--- config.mk ---
export PLATFORM = sky130hd
export DESIGN_NAME = twowire_transfer_clock_select
export DESIGN_NICKNAME = d
export VERILOG_FILES = /design/src/twowire_clk_pkg.sv /design/src/line_sense_if.sv /design/src/line_sampler.sv /design/src/twowire_transfer_clock_select.sv
export SDC_FILE = /design/constraint.sdc
export NUM_CORES = 1
export LEC_CHECK = 0
export BUFFER_PORTS_ARGS = -buffer_cell sky130_fd_sc_hd__clkbuf_2
export CAP_MARGIN = 0
export CELL_PAD_IN_SITES_DETAIL_PLACEMENT = 0
export CELL_PAD_IN_SITES_GLOBAL_PLACEMENT = 1
export CORE_AREA = 2 2 129 144
export DETAILED_ROUTE_END_ITERATION = 10
export DIE_AREA = 0 0 131 146
export MAX_ROUTING_LAYER = met4
export PLACE_DENSITY_LB_ADDON = 0.05
export SYNTH_ARGS = -nofsm -noshare
export SYNTH_HDL_FRONTEND = slang
export SYNTH_HIERARCHICAL = 1
export SYNTH_SLANG_ARGS = --single-unit
--- constraint.sdc ---
create_clock -name i_sys_clk -period 3.8 [get_ports i_sys_clk]
set_input_delay 0.19 -clock i_sys_clk [delete_from_list [all_inputs] [get_ports i_sys_clk]]
set_output_delay 0.19 -clock i_sys_clk [all_outputs]
set_load 0.1 [all_outputs]
--- src/twowire_clk_pkg.sv ---
// Purpose : shared constants for the two-wire transfer clock select block
// Assumes : 20 MHz main clock, 32-bit AXI4-Lite register bus
// Notes   : all offsets are byte addresses of aligned words
package twowire_clk_pkg;

  // ********************************************************************
  // bus and register map
  // ********************************************************************
  localparam int          ADDR_W        = 28;            // bus address width
  localparam int          NUM_CHAN      = 3;             // two-wire channels
  localparam logic [27:0] OFS_CLK_SEL0  = 28'hfff_fd84;  // channel 0 clock select
  localparam logic [27:0] OFS_CLK_SEL1  = 28'hfff_fd94;  // channel 1 clock select
  localparam logic [27:0] OFS_CLK_SEL2  = 28'hfff_fda4;  // channel 2 clock select
  localparam logic [27:0] OFS_OP_ENABLE = 28'hfff_fe00;  // operation enable bits
  localparam logic [27:0] OFS_EXPAND0   = 28'hfff_fe04;  // function expansion ch 0
  localparam logic [27:0] OFS_EXPAND1   = 28'hfff_fe08;  // function expansion ch 1
  localparam logic [27:0] OFS_EXPAND2   = 28'hfff_fe0c;  // function expansion ch 2
  localparam logic [27:0] OFS_PRESC0    = 28'hfff_fe10;  // prescaler for ch 0
  localparam logic [27:0] OFS_PRESC1    = 28'hfff_fe14;  // prescaler for ch 1 and 2

  // ********************************************************************
  // field layout and reset values
  // ********************************************************************
  localparam int          CLK_LEVEL_BIT = 5;             // clock line level, read only
  localparam int          DATA_LEVEL_BIT= 4;             // data line level, read only
  localparam int          SPEED_BIT     = 3;             // 1 = high-speed mode
  localparam int          FILTER_BIT    = 2;             // noise filter enable
  localparam int          DIV_HI_BIT    = 1;             // divider code high
  localparam int          DIV_LO_BIT    = 0;             // divider code low
  localparam int          XFAST_BIT     = 0;             // extra-fast bit
  localparam logic [7:0]  CLK_SEL_WMASK = 8'h0f;         // writable clock select bits
  localparam logic [7:0]  REG_RESET     = 8'h00;         // reset value of all registers
  localparam logic [1:0]  RESP_OKAY     = 2'h0;          // axi okay
  localparam logic [1:0]  RESP_DECERR   = 2'h3;          // axi decode error

  // ********************************************************************
  // prescaler codes and clock period bases
  // ********************************************************************
  localparam logic [7:0]  PRESC_DIV1    = 8'h18;         // fxx through
  localparam logic [7:0]  PRESC_DIV2    = 8'h10;         // fxx / 2
  localparam logic [7:0]  PRESC_DIV3    = 8'h11;         // fxx / 3
  localparam logic [7:0]  PRESC_DIV4    = 8'h12;         // fxx / 4
  localparam logic [7:0]  PRESC_DIV5    = 8'h13;         // fxx / 5
  localparam logic [6:0]  BASE_STD0     = 7'h2c;         // 44 ticks
  localparam logic [6:0]  BASE_STD1     = 7'h56;         // 86 ticks
  localparam logic [6:0]  BASE_STD3     = 7'h42;         // 66 ticks
  localparam logic [6:0]  BASE_HS       = 7'h18;         // 24 ticks
  localparam logic [6:0]  BASE_HS3      = 7'h12;         // 18 ticks
  localparam logic [6:0]  BASE_XFAST    = 7'h0c;         // 12 ticks
  localparam logic [1:0]  FILT_LEN      = 2'h2;          // extra stable cycles when filtering
  localparam logic [1:0]  DIV_CODE_FXX  = 2'h2;          // code that fixes selection at fxx
  localparam logic [1:0]  DIV_CODE_3    = 2'h3;          // code three

endpackage : twowire_clk_pkg

--- src/line_sense_if.sv ---
// Purpose : carrier between the clock select block and one pin sampler
// Assumes : both ends on the main clock
// Notes   : one instance per sensed pin
`timescale 1ns/100ps
interface line_sense_if;
  logic filt_en;   // noise filter on
  logic raw_lvl;   // synchronised level, two flops agree
  logic filt_lvl;  // level after the optional filter
  modport owner   (output filt_en, input raw_lvl, input filt_lvl);
  modport sampler (input filt_en, output raw_lvl, output filt_lvl);
endinterface : line_sense_if

--- src/line_sampler.sv ---
// Purpose : three-flop synchroniser and noise filter for one bus pin
// Assumes : pin is asynchronous to the main clock
// Notes   : idle bus reads high after reset
`timescale 1ns/100ps
module line_sampler
  import twowire_clk_pkg::*;
(
  input  wire logic   i_sys_clk,   // main clock fxx
  input  wire logic   i_resetn,    // async reset, active low
  input  wire logic   i_pin,       // raw pin level
  line_sense_if.sampler ls         // towards the owner
);

  logic       s1_r;    // first stage, read only by s2_r
  logic       s2_r;    // second stage
  logic       s3_r;    // third stage
  logic       raw_r;   // accepted level
  logic       filt_r;  // filtered level
  logic [1:0] cnt_r;   // stability count

  // ********************************************************************
  // synchroniser: a change counts once stages two and three agree
  // ********************************************************************
  always_ff @(posedge i_sys_clk or negedge i_resetn)
  begin
    if (!i_resetn)
    begin
      s1_r  <= 1'b1;
      s2_r  <= 1'b1;
      s3_r  <= 1'b1;
      raw_r <= 1'b1;
    end
    else
    begin
      s1_r <= i_pin;
      s2_r <= s1_r;
      s3_r <= s2_r;
      if (s2_r == s3_r)
        raw_r <= s3_r;
    end
  end

  // ********************************************************************
  // noise filter: level must hold a few more cycles before it passes
  // ********************************************************************
  always_ff @(posedge i_sys_clk or negedge i_resetn)
  begin
    if (!i_resetn)
    begin
      filt_r <= 1'b1;
      cnt_r  <= 2'h0;
    end
    else if (!ls.filt_en || raw_r == filt_r)
    begin
      // filter off, or nothing new: follow directly
      filt_r <= ls.filt_en ? filt_r : raw_r;
      cnt_r  <= 2'h0;
    end
    else if (cnt_r == FILT_LEN)
    begin
      // changed level held long enough
      filt_r <= raw_r;
      cnt_r  <= 2'h0;
    end
    else
      cnt_r <= cnt_r + 2'h1;
  end

  assign ls.raw_lvl  = raw_r;
  assign ls.filt_lvl = filt_r;

endmodule : line_sampler

--- src/twowire_transfer_clock_select.sv ---
// Purpose : transfer clock select and line sensing for three two-wire channels
// Assumes : software programs registers only while operation is disabled
// Notes   : registers reached over AXI4-Lite, 8-bit fields in the low byte
//
// Functional notes
// reset clears every clock select register
// line level bits are read only
// software writes clock select only when disabled
// clock level bit shows clock pin when enabled
// data level bit shows data pin when enabled
// both level bits read zero when disabled
// mode bit picks standard or high speed
// filter bit switches input noise filter on
// high-speed period independent of filter setting
// software writes zeros to bits seven, six
// software writes expansion register only when disabled
// period is m cycles plus rise, fall
// prescaler code picks divided selection clock
// standard, code 00: 44 selection cycles
// standard, code 01: 86 selection cycles
// code 11: 66 standard, 18 high speed
// high speed, code 0x: 24 selection cycles
// extra fast, code 0x: 12 selection cycles
// code 10 uses fxx, ignores prescaler
// software clears prescaler when code fixes fxx
// software avoids unlisted clock setting combinations
// level bits resampled every cycle when enabled
//
// Design decision made here: the AXI4-Lite slave port.
`timescale 1ns/100ps
module twowire_transfer_clock_select
  import twowire_clk_pkg::*;
(
  input  wire logic                i_sys_clk,      // main clock fxx, 20 MHz
  input  wire logic                i_resetn,       // async reset, active low
  input  wire logic [ADDR_W-1:0]   i_awaddr,       // write address
  input  wire logic                i_awvalid,      // write address valid
  output logic                     o_awready,      // write address ready
  input  wire logic [31:0]         i_wdata,        // write data
  input  wire logic [3:0]          i_wstrb,        // write byte enables
  input  wire logic                i_wvalid,       // write data valid
  output logic                     o_wready,       // write data ready
  output logic [1:0]               o_bresp,        // write response
  output logic                     o_bvalid,       // write response valid
  input  wire logic                i_bready,       // write response ready
  input  wire logic [ADDR_W-1:0]   i_araddr,       // read address
  input  wire logic                i_arvalid,      // read address valid
  output logic                     o_arready,      // read address ready
  output logic [31:0]              o_rdata,        // read data
  output logic [1:0]               o_rresp,        // read response
  output logic                     o_rvalid,       // read data valid
  input  wire logic                i_rready,       // read data ready
  input  wire logic [NUM_CHAN-1:0] i_scl_pin,      // serial clock pin level
  output logic [NUM_CHAN-1:0]      o_scl_out,      // serial clock pin output value
  output logic [NUM_CHAN-1:0]      o_scl_oe,       // serial clock pin pulled low
  input  wire logic [NUM_CHAN-1:0] i_sda_pin,      // serial data pin level
  output logic [NUM_CHAN-1:0]      o_sda_out,      // serial data pin output value
  output logic [NUM_CHAN-1:0]      o_sda_oe        // serial data pin pulled low
);

  // ********************************************************************
  // register storage
  // ********************************************************************
  logic [7:0]          clk_sel_r [NUM_CHAN];  // clock select, writable part
  logic [NUM_CHAN-1:0] xfast_r;               // extra-fast bit per channel
  logic [NUM_CHAN-1:0] op_en_r;               // operation enable per channel
  logic [7:0]          presc_r [2];           // prescaler select registers
  logic [NUM_CHAN-1:0] clk_lvl_r;             // sampled clock line level
  logic [NUM_CHAN-1:0] dat_lvl_r;             // sampled data line level

  // ********************************************************************
  // bus handshake state
  // ********************************************************************
  logic        bvalid_r;  // write response pending
  logic [1:0]  bresp_r;   // write response code
  logic        rvalid_r;  // read data pending
  logic [1:0]  rresp_r;   // read response code
  logic [31:0] rdata_r;   // read data held
  logic        wr_go;     // write address and data taken now
  logic        rd_go;     // read address taken now
  logic        wr_hit;    // write address decodes
  logic [7:0]  rd_val;    // read value of addressed register
  logic        rd_hit;    // read address decodes

  // write address and data are taken together once both are offered and no write response is pending
  assign wr_go     = i_awvalid && i_wvalid && !bvalid_r;
  assign o_awready = wr_go;
  assign o_wready  = wr_go;
  assign rd_go     = i_arvalid && !rvalid_r;
  assign o_arready = !rvalid_r;
  assign o_bvalid  = bvalid_r;
  assign o_bresp   = bresp_r;
  assign o_rvalid  = rvalid_r;
  assign o_rresp   = rresp_r;
  assign o_rdata   = rdata_r;

  // data line is sensed only; no drive from this block
  assign o_sda_out = '0;
  assign o_sda_oe  = '0;
  // open-drain clock: output value always low, enable pulls the line
  assign o_scl_out = '0;

  // ********************************************************************
  // write address decode
  // ********************************************************************
  always_comb
  begin
    unique case (i_awaddr)
      OFS_CLK_SEL0, OFS_CLK_SEL1, OFS_CLK_SEL2,
      OFS_OP_ENABLE, OFS_EXPAND0, OFS_EXPAND1,
      OFS_EXPAND2, OFS_PRESC0, OFS_PRESC1: wr_hit = 1'b1;
      default:                             wr_hit = 1'b0;
    endcase
  end

  // ********************************************************************
  // register writes, low byte lane only
  // ********************************************************************
  always_ff @(posedge i_sys_clk or negedge i_resetn)
  begin
    if (!i_resetn)
    begin
      // every register clears, so standard mode, filter off, code 00
      for (int c = 0; c < NUM_CHAN; c++)
        clk_sel_r[c] <= REG_RESET;
      presc_r[0] <= REG_RESET;
      presc_r[1] <= REG_RESET;
      xfast_r    <= '0;
      op_en_r    <= '0;
    end
    else if (wr_go && i_wstrb[0])
    begin
      unique case (i_awaddr)
        // level bits and top bits cannot be written
        OFS_CLK_SEL0:  clk_sel_r[0] <= i_wdata[7:0] & CLK_SEL_WMASK;
        OFS_CLK_SEL1:  clk_sel_r[1] <= i_wdata[7:0] & CLK_SEL_WMASK;
        OFS_CLK_SEL2:  clk_sel_r[2] <= i_wdata[7:0] & CLK_SEL_WMASK;
        OFS_OP_ENABLE: op_en_r      <= i_wdata[NUM_CHAN-1:0];
        OFS_EXPAND0:   xfast_r[0]   <= i_wdata[XFAST_BIT];
        OFS_EXPAND1:   xfast_r[1]   <= i_wdata[XFAST_BIT];
        OFS_EXPAND2:   xfast_r[2]   <= i_wdata[XFAST_BIT];
        OFS_PRESC0:    presc_r[0]   <= i_wdata[7:0];
        OFS_PRESC1:    presc_r[1]   <= i_wdata[7:0];
        default:       ;                        // unmapped: nothing stored
      endcase
    end
  end

  // ********************************************************************
  // write response, one cycle after the transfer is taken
  // ********************************************************************
  always_ff @(posedge i_sys_clk or negedge i_resetn)
  begin
    if (!i_resetn)
    begin
      bvalid_r <= 1'b0;
      bresp_r  <= RESP_OKAY;
    end
    else if (wr_go)
    begin
      bvalid_r <= 1'b1;
      bresp_r  <= wr_hit ? RESP_OKAY : RESP_DECERR;
    end
    else if (i_bready)
      bvalid_r <= 1'b0;
  end

  // ********************************************************************
  // read mux, level bits merged into the clock select image
  // ********************************************************************
  always_comb
  begin
    rd_hit = 1'b1;
    rd_val = 8'h00;
    unique case (i_araddr)
      OFS_CLK_SEL0, OFS_CLK_SEL1, OFS_CLK_SEL2:
      begin
        for (int c = 0; c < NUM_CHAN; c++)
          if (i_araddr == (OFS_CLK_SEL0 + 28'(c) * 28'h000_0010))
          begin
            rd_val                 = clk_sel_r[c];
            rd_val[CLK_LEVEL_BIT]  = clk_lvl_r[c];
            rd_val[DATA_LEVEL_BIT] = dat_lvl_r[c];
          end
      end
      OFS_OP_ENABLE: rd_val = 8'(op_en_r);
      OFS_EXPAND0:   rd_val = {7'h00, xfast_r[0]};
      OFS_EXPAND1:   rd_val = {7'h00, xfast_r[1]};
      OFS_EXPAND2:   rd_val = {7'h00, xfast_r[2]};
      OFS_PRESC0:    rd_val = presc_r[0];
      OFS_PRESC1:    rd_val = presc_r[1];
      default:       rd_hit = 1'b0;             // unmapped reads zero
    endcase
  end

  // ********************************************************************
  // read data channel, answer one cycle after the address is taken
  // ********************************************************************
  always_ff @(posedge i_sys_clk or negedge i_resetn)
  begin
    if (!i_resetn)
    begin
      rvalid_r <= 1'b0;
      rresp_r  <= RESP_OKAY;
      rdata_r  <= 32'h0000_0000;
    end
    else if (rd_go)
    begin
      rvalid_r <= 1'b1;
      rresp_r  <= rd_hit ? RESP_OKAY : RESP_DECERR;
      rdata_r  <= {24'h00_0000, rd_val};
    end
    else if (i_rready)
      rvalid_r <= 1'b0;
  end

  // ********************************************************************
  // per-channel line sensing and clock generation
  // ********************************************************************
  for (genvar c = 0; c < NUM_CHAN; c++)
  begin : g_chan
    line_sense_if scl_ls ();               // clock pin carrier
    line_sense_if sda_ls ();               // data pin carrier
    logic [7:0] presc;                     // prescaler feeding this channel
    logic [2:0] sel_div;                   // selection clock divisor, 0 = stopped
    logic [6:0] base;                      // selection ticks per period
    logic [2:0] pre_cnt_r;                 // prescaler count
    logic [6:0] per_cnt_r;                 // ticks within the period
    logic       tick;                      // one selection clock tick
    logic       low_half;                  // line held low in this half
    logic       run;                       // clock generator active

    // filter on only by the filter bit
    assign scl_ls.filt_en = clk_sel_r[c][FILTER_BIT];
    assign sda_ls.filt_en = clk_sel_r[c][FILTER_BIT];

    line_sampler u_scl
    (
      .i_sys_clk (i_sys_clk),
      .i_resetn  (i_resetn),
      .i_pin     (i_scl_pin[c]),
      .ls        (scl_ls.sampler)
    );

    line_sampler u_sda
    (
      .i_sys_clk (i_sys_clk),
      .i_resetn  (i_resetn),
      .i_pin     (i_sda_pin[c]),
      .ls        (sda_ls.sampler)
    );

    // level bits follow the pins while enabled, else read zero
    always_ff @(posedge i_sys_clk or negedge i_resetn)
    begin
      if (!i_resetn)
      begin
        clk_lvl_r[c] <= 1'b0;
        dat_lvl_r[c] <= 1'b0;
      end
      else
      begin
        clk_lvl_r[c] <= op_en_r[c] & scl_ls.filt_lvl;
        dat_lvl_r[c] <= op_en_r[c] & sda_ls.filt_lvl;
      end
    end

    // channel 0 has its own prescaler, others share the second
    assign presc = (c == 0) ? presc_r[0] : presc_r[1];

    // selection clock divisor from prescaler code or fixed fxx
    always_comb
    begin
      if (clk_sel_r[c][DIV_HI_BIT:DIV_LO_BIT] == DIV_CODE_FXX)
        sel_div = 3'h1;
      else
      begin
        unique case (presc)
          PRESC_DIV1: sel_div = 3'h1;
          PRESC_DIV2: sel_div = 3'h2;
          PRESC_DIV3: sel_div = 3'h3;
          PRESC_DIV4: sel_div = 3'h4;
          PRESC_DIV5: sel_div = 3'h5;
          default:    sel_div = 3'h0;                   // divided clock stopped
        endcase
      end
    end

    // period in selection ticks from mode, divider code, extra fast
    always_comb
    begin
      if (!clk_sel_r[c][SPEED_BIT])
      begin
        // standard mode
        unique case (clk_sel_r[c][DIV_HI_BIT:DIV_LO_BIT])
          2'h0:    base = BASE_STD0;
          2'h3:    base = BASE_STD3;
          default: base = BASE_STD1;
        endcase
      end
      else if (clk_sel_r[c][DIV_HI_BIT:DIV_LO_BIT] == DIV_CODE_3)
        base = BASE_HS3;
      else if (xfast_r[c])
        base = BASE_XFAST;
      else
        base = BASE_HS;
      // the filter bit takes no part here
    end

    assign run      = op_en_r[c] && (sel_div != 3'h0);
    assign tick     = run && (pre_cnt_r == sel_div - 3'h1);
    assign low_half = per_cnt_r < (base >> 1);

    // prescaler: one tick every sel_div main clocks
    always_ff @(posedge i_sys_clk or negedge i_resetn)
    begin
      if (!i_resetn)
        pre_cnt_r <= 3'h0;
      else if (!run || tick)
        pre_cnt_r <= 3'h0;
      else
        pre_cnt_r <= pre_cnt_r + 3'h1;
    end

    // period counter: the wrap waits until the released line is seen high
    always_ff @(posedge i_sys_clk or negedge i_resetn)
    begin
      if (!i_resetn)
        per_cnt_r <= 7'h00;
      else if (!run)
        per_cnt_r <= 7'h00;
      else if (tick && (per_cnt_r != base - 7'h01 || scl_ls.raw_lvl))
      begin
        // a peer holding the line low stretches the last high tick; the
        // half is long enough for the synchroniser to see a free line rise
        if (per_cnt_r == base - 7'h01)
          per_cnt_r <= 7'h00;
        else
          per_cnt_r <= per_cnt_r + 7'h01;
      end
    end

    // open-drain drive: pull low during the low half only
    always_ff @(posedge i_sys_clk or negedge i_resetn)
    begin
      if (!i_resetn)
        o_scl_oe[c] <= 1'b0;
      else
        o_scl_oe[c] <= run && low_half;
    end
  end

endmodule : twowire_transfer_clock_select

==> out/results.txt, run 1 <==
H-tree lvl count -> 4
Min Clock Period, post-route -> 3.34 ns
r2r setup slk -> 0.46 ns
Most Frequent Cell on Critical Path -> nand2_1
maximum clock frequency -> 299 MHz
max-cap check violation count -> 0
DP HPWL -> 13,400 µm
setup_tns -> 0 ns
top-count cell post-synth -> dfrtp_1
Syn Inst Count -> 733
drt pass-1 iters -> 4
Post-CTS Setup Bufs -> 0
Die Ht -> 146 µm
critical path, cell by cell -> nor4b_2, buf_4, nand2_1, or4_1, ha_1, xor2_1, nand2_1, a21o_1, o31ai_2, o31a_1, o21ai_0, a22o_1
Final Setup Violations -> 0
Core Region -> 0.0175 mm²
Distinct cells, synth -> 83
multi-input logic area -> 0.00390 mm²
Critical Path Fanout Max -> 5
clock net sink count -> 127
number of I/O pins -> 158
GR Overflow Total -> 0
Final Non-Filler Cells -> 1,097
DR WL/cell -> 16.0 µm
Inst Count DP -> 1,055
run status -> complete, no violations
P_leak -> 4.02 nW
Power Dens Cells -> 397 mW/mm²
chip width -> 131 µm
site row count -> 51
Hold Crit Class -> in2reg
gr busiest metal -> met2
placer's final routability congestion estimate -> 0.850
die area -> 0.0191 mm²
initial antenna violation count -> 1
share of cells above drive strength 1 -> 0.275
Filler Cell Count -> 1,665
Iter 0 DRT Violations -> 310
WP data required -> 4.10 ns
startpoint class of the critical path -> flip-flop
endpoint class of the critical path -> flip-flop
global-route met3 utilization -> 0.0393
Post-Synthesis Cell Area -> 0.00749 mm²
Root Buffer Master -> clkbuf_16
final hold violation count -> 0
maximum vdd ir drop -> 324 µV
first-pass GRT wire length -> 29,200 µm
Yosys Warn Count -> 6
Synth area leader -> dfrtp_1
mean area per synthesized cell -> 10.2 µm²
total track usage -> 0.198
number of synthesized flops with an enable pin -> 0
via count -> 5,630
CTS tree -> built
synth top area cells -> dfrtp_1 (32%), dfstp_2 (11%), ha_1 (7.4%)
fin crit share -> 0.880
post-synth top area share -> 0.324
nets@finish -> 994
Num CTS Buffers -> 17
Seq. cell area -> 0.00322 mm²
Hold Buf Count CTS -> 9
RSZ-0062 raised after global routing -> false
CP arrival -> 3.65 ns
DRC -> 0
Relative slew margins -> 0.371
Synth-to-Final Area Change -> 17.0%
synthesis-stage register bit count -> 127
FFs w/ async S/R, synth -> 1.00
vias in the first global route -> 5,822
CTS-repair resized insts -> 0
drt via density -> 5.13
clk_skew -> 0.00841 ns
Port Buffer Count -> 97
DRT antenna net count -> 0
Critical Path Slowest Stage Cell -> or4_1
Starting Density -> 0.427
worst-skew pair later-pin latency -> 0.42 ns
CTS max path bufs -> 2
Final Slew Violations -> 0
met1 Resource Use GR -> 0.236
M2 GR Usage -> 0.333
Slew @ Worst Pin -> 0.944 ns
Synth top cells by count -> dfrtp_1 (97), nand2_1 (56), nor2_1 (54), inv_1 (46), ha_1 (44)
Synth Flop Type -> dfrtp_1
kind of critical path -> reg2reg
largest net degree at the start of global routing -> 102
Slowest Stage Delay on Critical Path -> 0.43 ns
WL final -> 17,600 µm
Clk pin slew, worst setup/hold paths -> 0.06 ns
register area share after synthesis -> 0.429
[metal layers]
metal	wire [µm]	vias up
met4	293	0
met1	7480	2768
met3	475	18
met2	9350	72
li1	-	2772
met5	0	-
[cells by family after synthesis]
| logic type | share of synthesized area |
|---|---|
| muxes | 0.0663 |
| adders and majority gates | 0.0829 |
| DFF | 0.429 |
| buffers and inverters | 0.0657 |
| and+or+nand+nor | 0.200 |
| xor gates and xnor gates | 0.0408 |
| other | 0.000501 |
| AOI/OAI and AO/OA | 0.114 |
[state kept, by name (all words and copies together) (netlist names), 6 cells and up]
signal and cells:
clk_sel_r 12, g_chan.per_cnt_r 21, g_chan.pre_cnt_r 9, g_chan.presc 16, g_chan.u_scl/cnt_r 6, g_chan.u_sda/cnt_r 6
o_rdata 8
[path summary, 6_finish.rpt]
kind | startpoint | endpoint | cells after the start
worst max-delay path | g_chan[1].presc[2] | g_chan[1].per_cnt_r[2] | 12
worst min-delay path | i_wdata[7] | g_chan[1].presc[7] | 2
worst max register to register | g_chan[1].presc[2] | g_chan[1].per_cnt_r[2] | 12
worst min register to register | g_chan[1].u_scl/s1_r | g_chan[1].u_scl/s2_r | 0
max in group asynchronous | i_resetn | g_chan[2].u_scl/ls.filt_lvl | 3
min in group asynchronous | i_resetn | g_chan[2].per_cnt_r[2] | 2
[metrics by stage]
step	utilization	area [µm²]	hold WS, ns	worst slack (ns)	power [mW]
6_report	0.499	8760	0.0159	0.457	3.47
5_1_grt	0.499	8760	0.0142	0.182	3.60
4_1_cts	0.499	8760	0.00237	0.460	3.51
3_5_place_dp	0.462	8100	0.279	0.472	1.94
3_3_place_gp	0.462	8100	0.280	0.505	1.93
2_1_floorplan	-	7610	-0.106	0.716	1.85
[power breakdown]
| group | switching (mW) | leakage, nW | total (mW) | internal (mW) |
|---|---|---|---|---|
| logic | 0.396 | 2.11 | 0.482 | 0.0856 |
| clock network | 0.653 | 0.286 | 1.56 | 0.902 |
| registers | 0.0281 | 1.62 | 1.44 | 1.41 |
| total | 1.08 | 4.02 | 3.47 | 2.40 |
[cell usage in the layout, fill, tap and decap left out, drive strengths merged, types with 9 or more instances in the layout]
master       instances
a21oi               18
and2                11
clkbuf             115
conb                33
dfrtp               97
dfstp               30
dlygate4sd3          9
ha                  44
inv                 52
mux2                37
nand2               59
nand2b               9
nand3               21
nand4               12
nor2                55
nor2b               12
nor3                12
nor4b               13
o21ai               43
xnor2               21
xor2                13
[cell type report]
type / count / share of cell area
clock inverters: 13 / 0.0116
multi-input cells: 544 / 0.445
repair buffers: 109 / 0.0690
diodes: 1 / 0.000286
clock buffers: 19 / 0.0530
inverters: 46 / 0.0197
flip-flops and latches: 127 / 0.367
well taps: 238 / 0.0340
[critical path: cells and delay by family (launching register included)]
family | cells | cell delay [ns]
buf+inv | 1 | 0.20
flops | 1 | 0.41
compound gates | 5 | 1.20
simple gates | 4 | 0.93
fa+ha+maj | 1 | 0.31
xor+xnor | 1 | 0.18
(Power assumes the default switching activity.)
==> run 2, diff against run 1 <==
- CORE_AREA: 2 2 129 144 -> 2 2 131 146
- DIE_AREA: 0 0 131 146 -> 0 0 133 148
- SYNTH_HIERARCHICAL: 1 -> default
==> out/results.txt, run 2 <==
clk_skew -> 0.00700 ns (-0.00141 ns)
CP arrival -> 3.71 ns (+0.06 ns)
most frequent cells in the layout -> dfrtp_1 (97), clkbuf_2 (96), nor2_1 (52), ha_1 (44), mux2_2 (41)
fin crit share -> 0.899 (+0.0189)
hold path startpoint -> i_wdata[5]
Final Slew Violations -> 0 (unchanged)
final hold violation count -> 0 (unchanged)
DRT antenna net count -> 0 (unchanged)
Min Clock Period, post-route -> 3.41 ns (+0.0719 ns)
Power Dens Cells -> 396 mW/mm² (-0.27%)
Most Frequent Cell on Critical Path -> nand2_1
via count -> 5,978 (+6.2%)
Post-Synthesis Cell Area -> 0.00769 mm² (+2.6%)
critical path, cell by cell -> nor4_2, nand2_1, or4_1, ha_1, xor2_1, nand2_1, a21o_1, o21ai_1, o41a_1, mux2_1
site row count -> 52 (+2.0%)
Yosys Warn Count -> 0 (-6)
first-pass GRT wire length -> 30,200 µm (+3.3%)
DR WL/cell -> 16.3 µm (+1.3%)
Distinct cells, synth -> 79 (-4.8%)
Synth area leader -> dfrtp_1
chip width -> 133 µm (+1.5%)
Synth top cells by count -> dfrtp_1 (97), nor2_1 (52), ha_1 (44), mux2_2 (41), nand2_1 (39)
top-count cell post-synth -> dfrtp_1
Iter 0 DRT Violations -> 221 (-29%)
maximum vdd ir drop -> 315 µV (-2.9%)
WL final -> 18,200 µm (+3.2%)
clock net sink count -> 127 (unchanged)
commonest non-fill, non-tap cell in the layout -> dfrtp_1
placer's final routability congestion estimate -> 0.833 (-2.0%)
Worst Hold Depth -> 2 (unchanged)
worst-skew pair later-pin latency -> 0.42 ns (about the same)
synth top area cells -> dfrtp_1 (32%), dfstp_2 (10%), ha_1 (7.2%)
Critical Path Fanout Max -> 6 (+1)
number of flip-flops in the largest register -> 21 (unchanged)
Hold Crit Class -> in2reg
Slew @ Worst Pin -> 0.688 ns (-0.256 ns)
H-tree lvl count -> 4 (unchanged)
P_leak -> 4.15 nW (+3.4%)
WP data required -> 4.10 ns (about the same)
initial antenna violation count -> 0 (-1)
vias in the first global route -> 5,935 (+1.9%)
Clk pin slew, worst setup/hold paths -> 0.06 ns (about the same)
DP HPWL -> 13,700 µm (+2.4%)
max-cap check violation count -> 0 (unchanged)
Die Ht -> 148 µm (+1.4%)
kind of critical path -> reg2reg
total track usage -> 0.198 (about the same)
die area -> 0.0197 mm² (+2.9%)
CTS max path bufs -> 2 (unchanged)
Worst Hold Path EP -> g_chan[0].presc[5]
number of synthesized flops with an enable pin -> 0 (unchanged)
Num CTS Buffers -> 17 (unchanged)
drt pass-1 iters -> 4 (unchanged)
post-synth top area share -> 0.316 (-0.00834)
RSZ-0062 raised after global routing -> false
Synth Flop Type -> dfrtp_1
most flop-heavy register -> g_chan.per_cnt_r
Post-CTS Setup Bufs -> 0 (unchanged)
Root Buffer Master -> clkbuf_16
Reg2Reg Capture Point -> g_chan[1].per_cnt_r[0]
number of I/O pins -> 158 (unchanged)
register area share after synthesis -> 0.418 (-0.0110)
Port Buffer Count -> 97 (unchanged)
Hold Buf Count CTS -> 9 (unchanged)
setup_tns -> 0 ns (unchanged)
startpoint class of the critical path -> flip-flop
nets@finish -> 1,010 (+1.6%)
diodes inserted -> 0 (-1)
Final Setup Violations -> 0 (unchanged)
mean area per synthesized cell -> 10.3 µm² (+0.58%)
Slowest Stage Delay on Critical Path -> 0.53 ns (+0.10 ns)
DRC -> 0 (unchanged)
largest net degree at the start of global routing -> 76 (-25%)
Synth-to-Final Area Change -> 17.7%
synthesis-stage register bit count -> 127 (unchanged)
drt via density -> 5.35 (+4.3%)
GR Overflow Total -> 0 (unchanged)
Critical Path Slowest Stage Cell -> nor4_2
FF-to-FF Start -> g_chan[1].presc[2]
maximum clock frequency -> 293 MHz (-2.1%)
share of cells above drive strength 1 -> 0.262 (-0.0130)
Relative slew margins -> 0.535 (+0.165)
Core Util, Final -> 0.498 (-0.000903)
worst-case reg-to-reg path depth -> 10 (-2)
Core Region -> 0.0182 mm² (+3.4%)
CTS-repair resized insts -> 0 (unchanged)
Min Hold Slack -> 0.0209 ns (+0.00503 ns)
FFs w/ async S/R, synth -> 1.00 (unchanged)
Tot Pwr -> 3.58 mW (+3.0%)
Starting Density -> 0.423 (-0.00332)
r2r setup slk -> 0.39 ns (-0.07 ns)
CTS tree -> built
endpoint class of the critical path -> flip-flop
run status -> complete, no violations
Syn Inst Count -> 748 (+2.0%)
## run 2: cell types whose count changed after synthesis, sizes merged, moves of 5 or more
cell	before	now
nand2	59	40
o21ai	43	31
mux2	37	46
a221o	1	9
inv	46	38
nor4bb	0	8
and4bb	6	0
nand2b	9	15
nand3	21	27
a21oi	18	23
o2111ai	1	6
## run 2: kinds of logic (layout without fill, tap and decap cells)
logic type                 Yosys count  after routing  share of synthesized area
xor gates and xnor gates            29             29                     0.0330
buffers and inverters               86            180                     0.0602
adders and majority gates           51             51                     0.0807
muxes                               58             58                     0.0850
other                                1             33                   0.000488
AOI/OAI and AO/OA                  137            137                      0.128
and+or+nand+nor                    259            259                      0.195
DFF                                127            127                      0.418
## run 2: report_power, final
part,total [mW],leakage (nW),internal [mW],switching (mW)
sequential,1.42,1.66,1.40,0.0234
combinational,0.370,2.18,0.0695,0.300
clock,1.79,0.310,1.13,0.658
## run 2: metal layers
layer	part of all wire	GRT usage
met1	0.46	0.253
met5	0	-
met2	0.50	0.326
met4	0.011	0.0548
met3	0.032	0.0353
## run 2: per-stage QoR
stage,area [µm²],setup WS [ns],instances
after floorplan,7810,0.757,780
after global placement,8310,0.464,1076
after detailed placement,8310,0.409,1076
after CTS,9040,0.403,1117
after global routing,9040,0.200,1117
final,9040,0.386,1117
## run 2: critical path, delay by kind of cell, from the launching register on
kind	cells	cell delay [ns]
and+or+nand+nor	4	1.18
muxes	1	0.35
DFF	1	0.41
adders and majority gates	1	0.31
AOI/OAI and AO/OA	3	0.89
xor gates and xnor gates	1	0.16
## run 2: cell type report
class                      instances  area (µm²)
fill                            1677        9110
multi-input combinational        567        4130
sequential                       127        3220
timing repair buffer             110         612
clock buffer                      18         439
tap                              243         304
clock inverter                    14         204
inverter                          38         143
## run 2: how the worst max path moves through the flow
stage | end | startpoint | depth (start not counted)
floorplan | xfast_r[1] | o_bvalid | 8
global placement | g_chan[1].per_cnt_r[0] | g_chan[1].presc[2] | 10
detailed placement | g_chan[1].per_cnt_r[0] | g_chan[1].presc[2] | 10
CTS | g_chan[1].per_cnt_r[0] | g_chan[1].presc[2] | 10
global route | g_chan[1].per_cnt_r[0] | g_chan[1].presc[2] | 10
finish | g_chan[1].per_cnt_r[0] | g_chan[1].presc[2] | 10
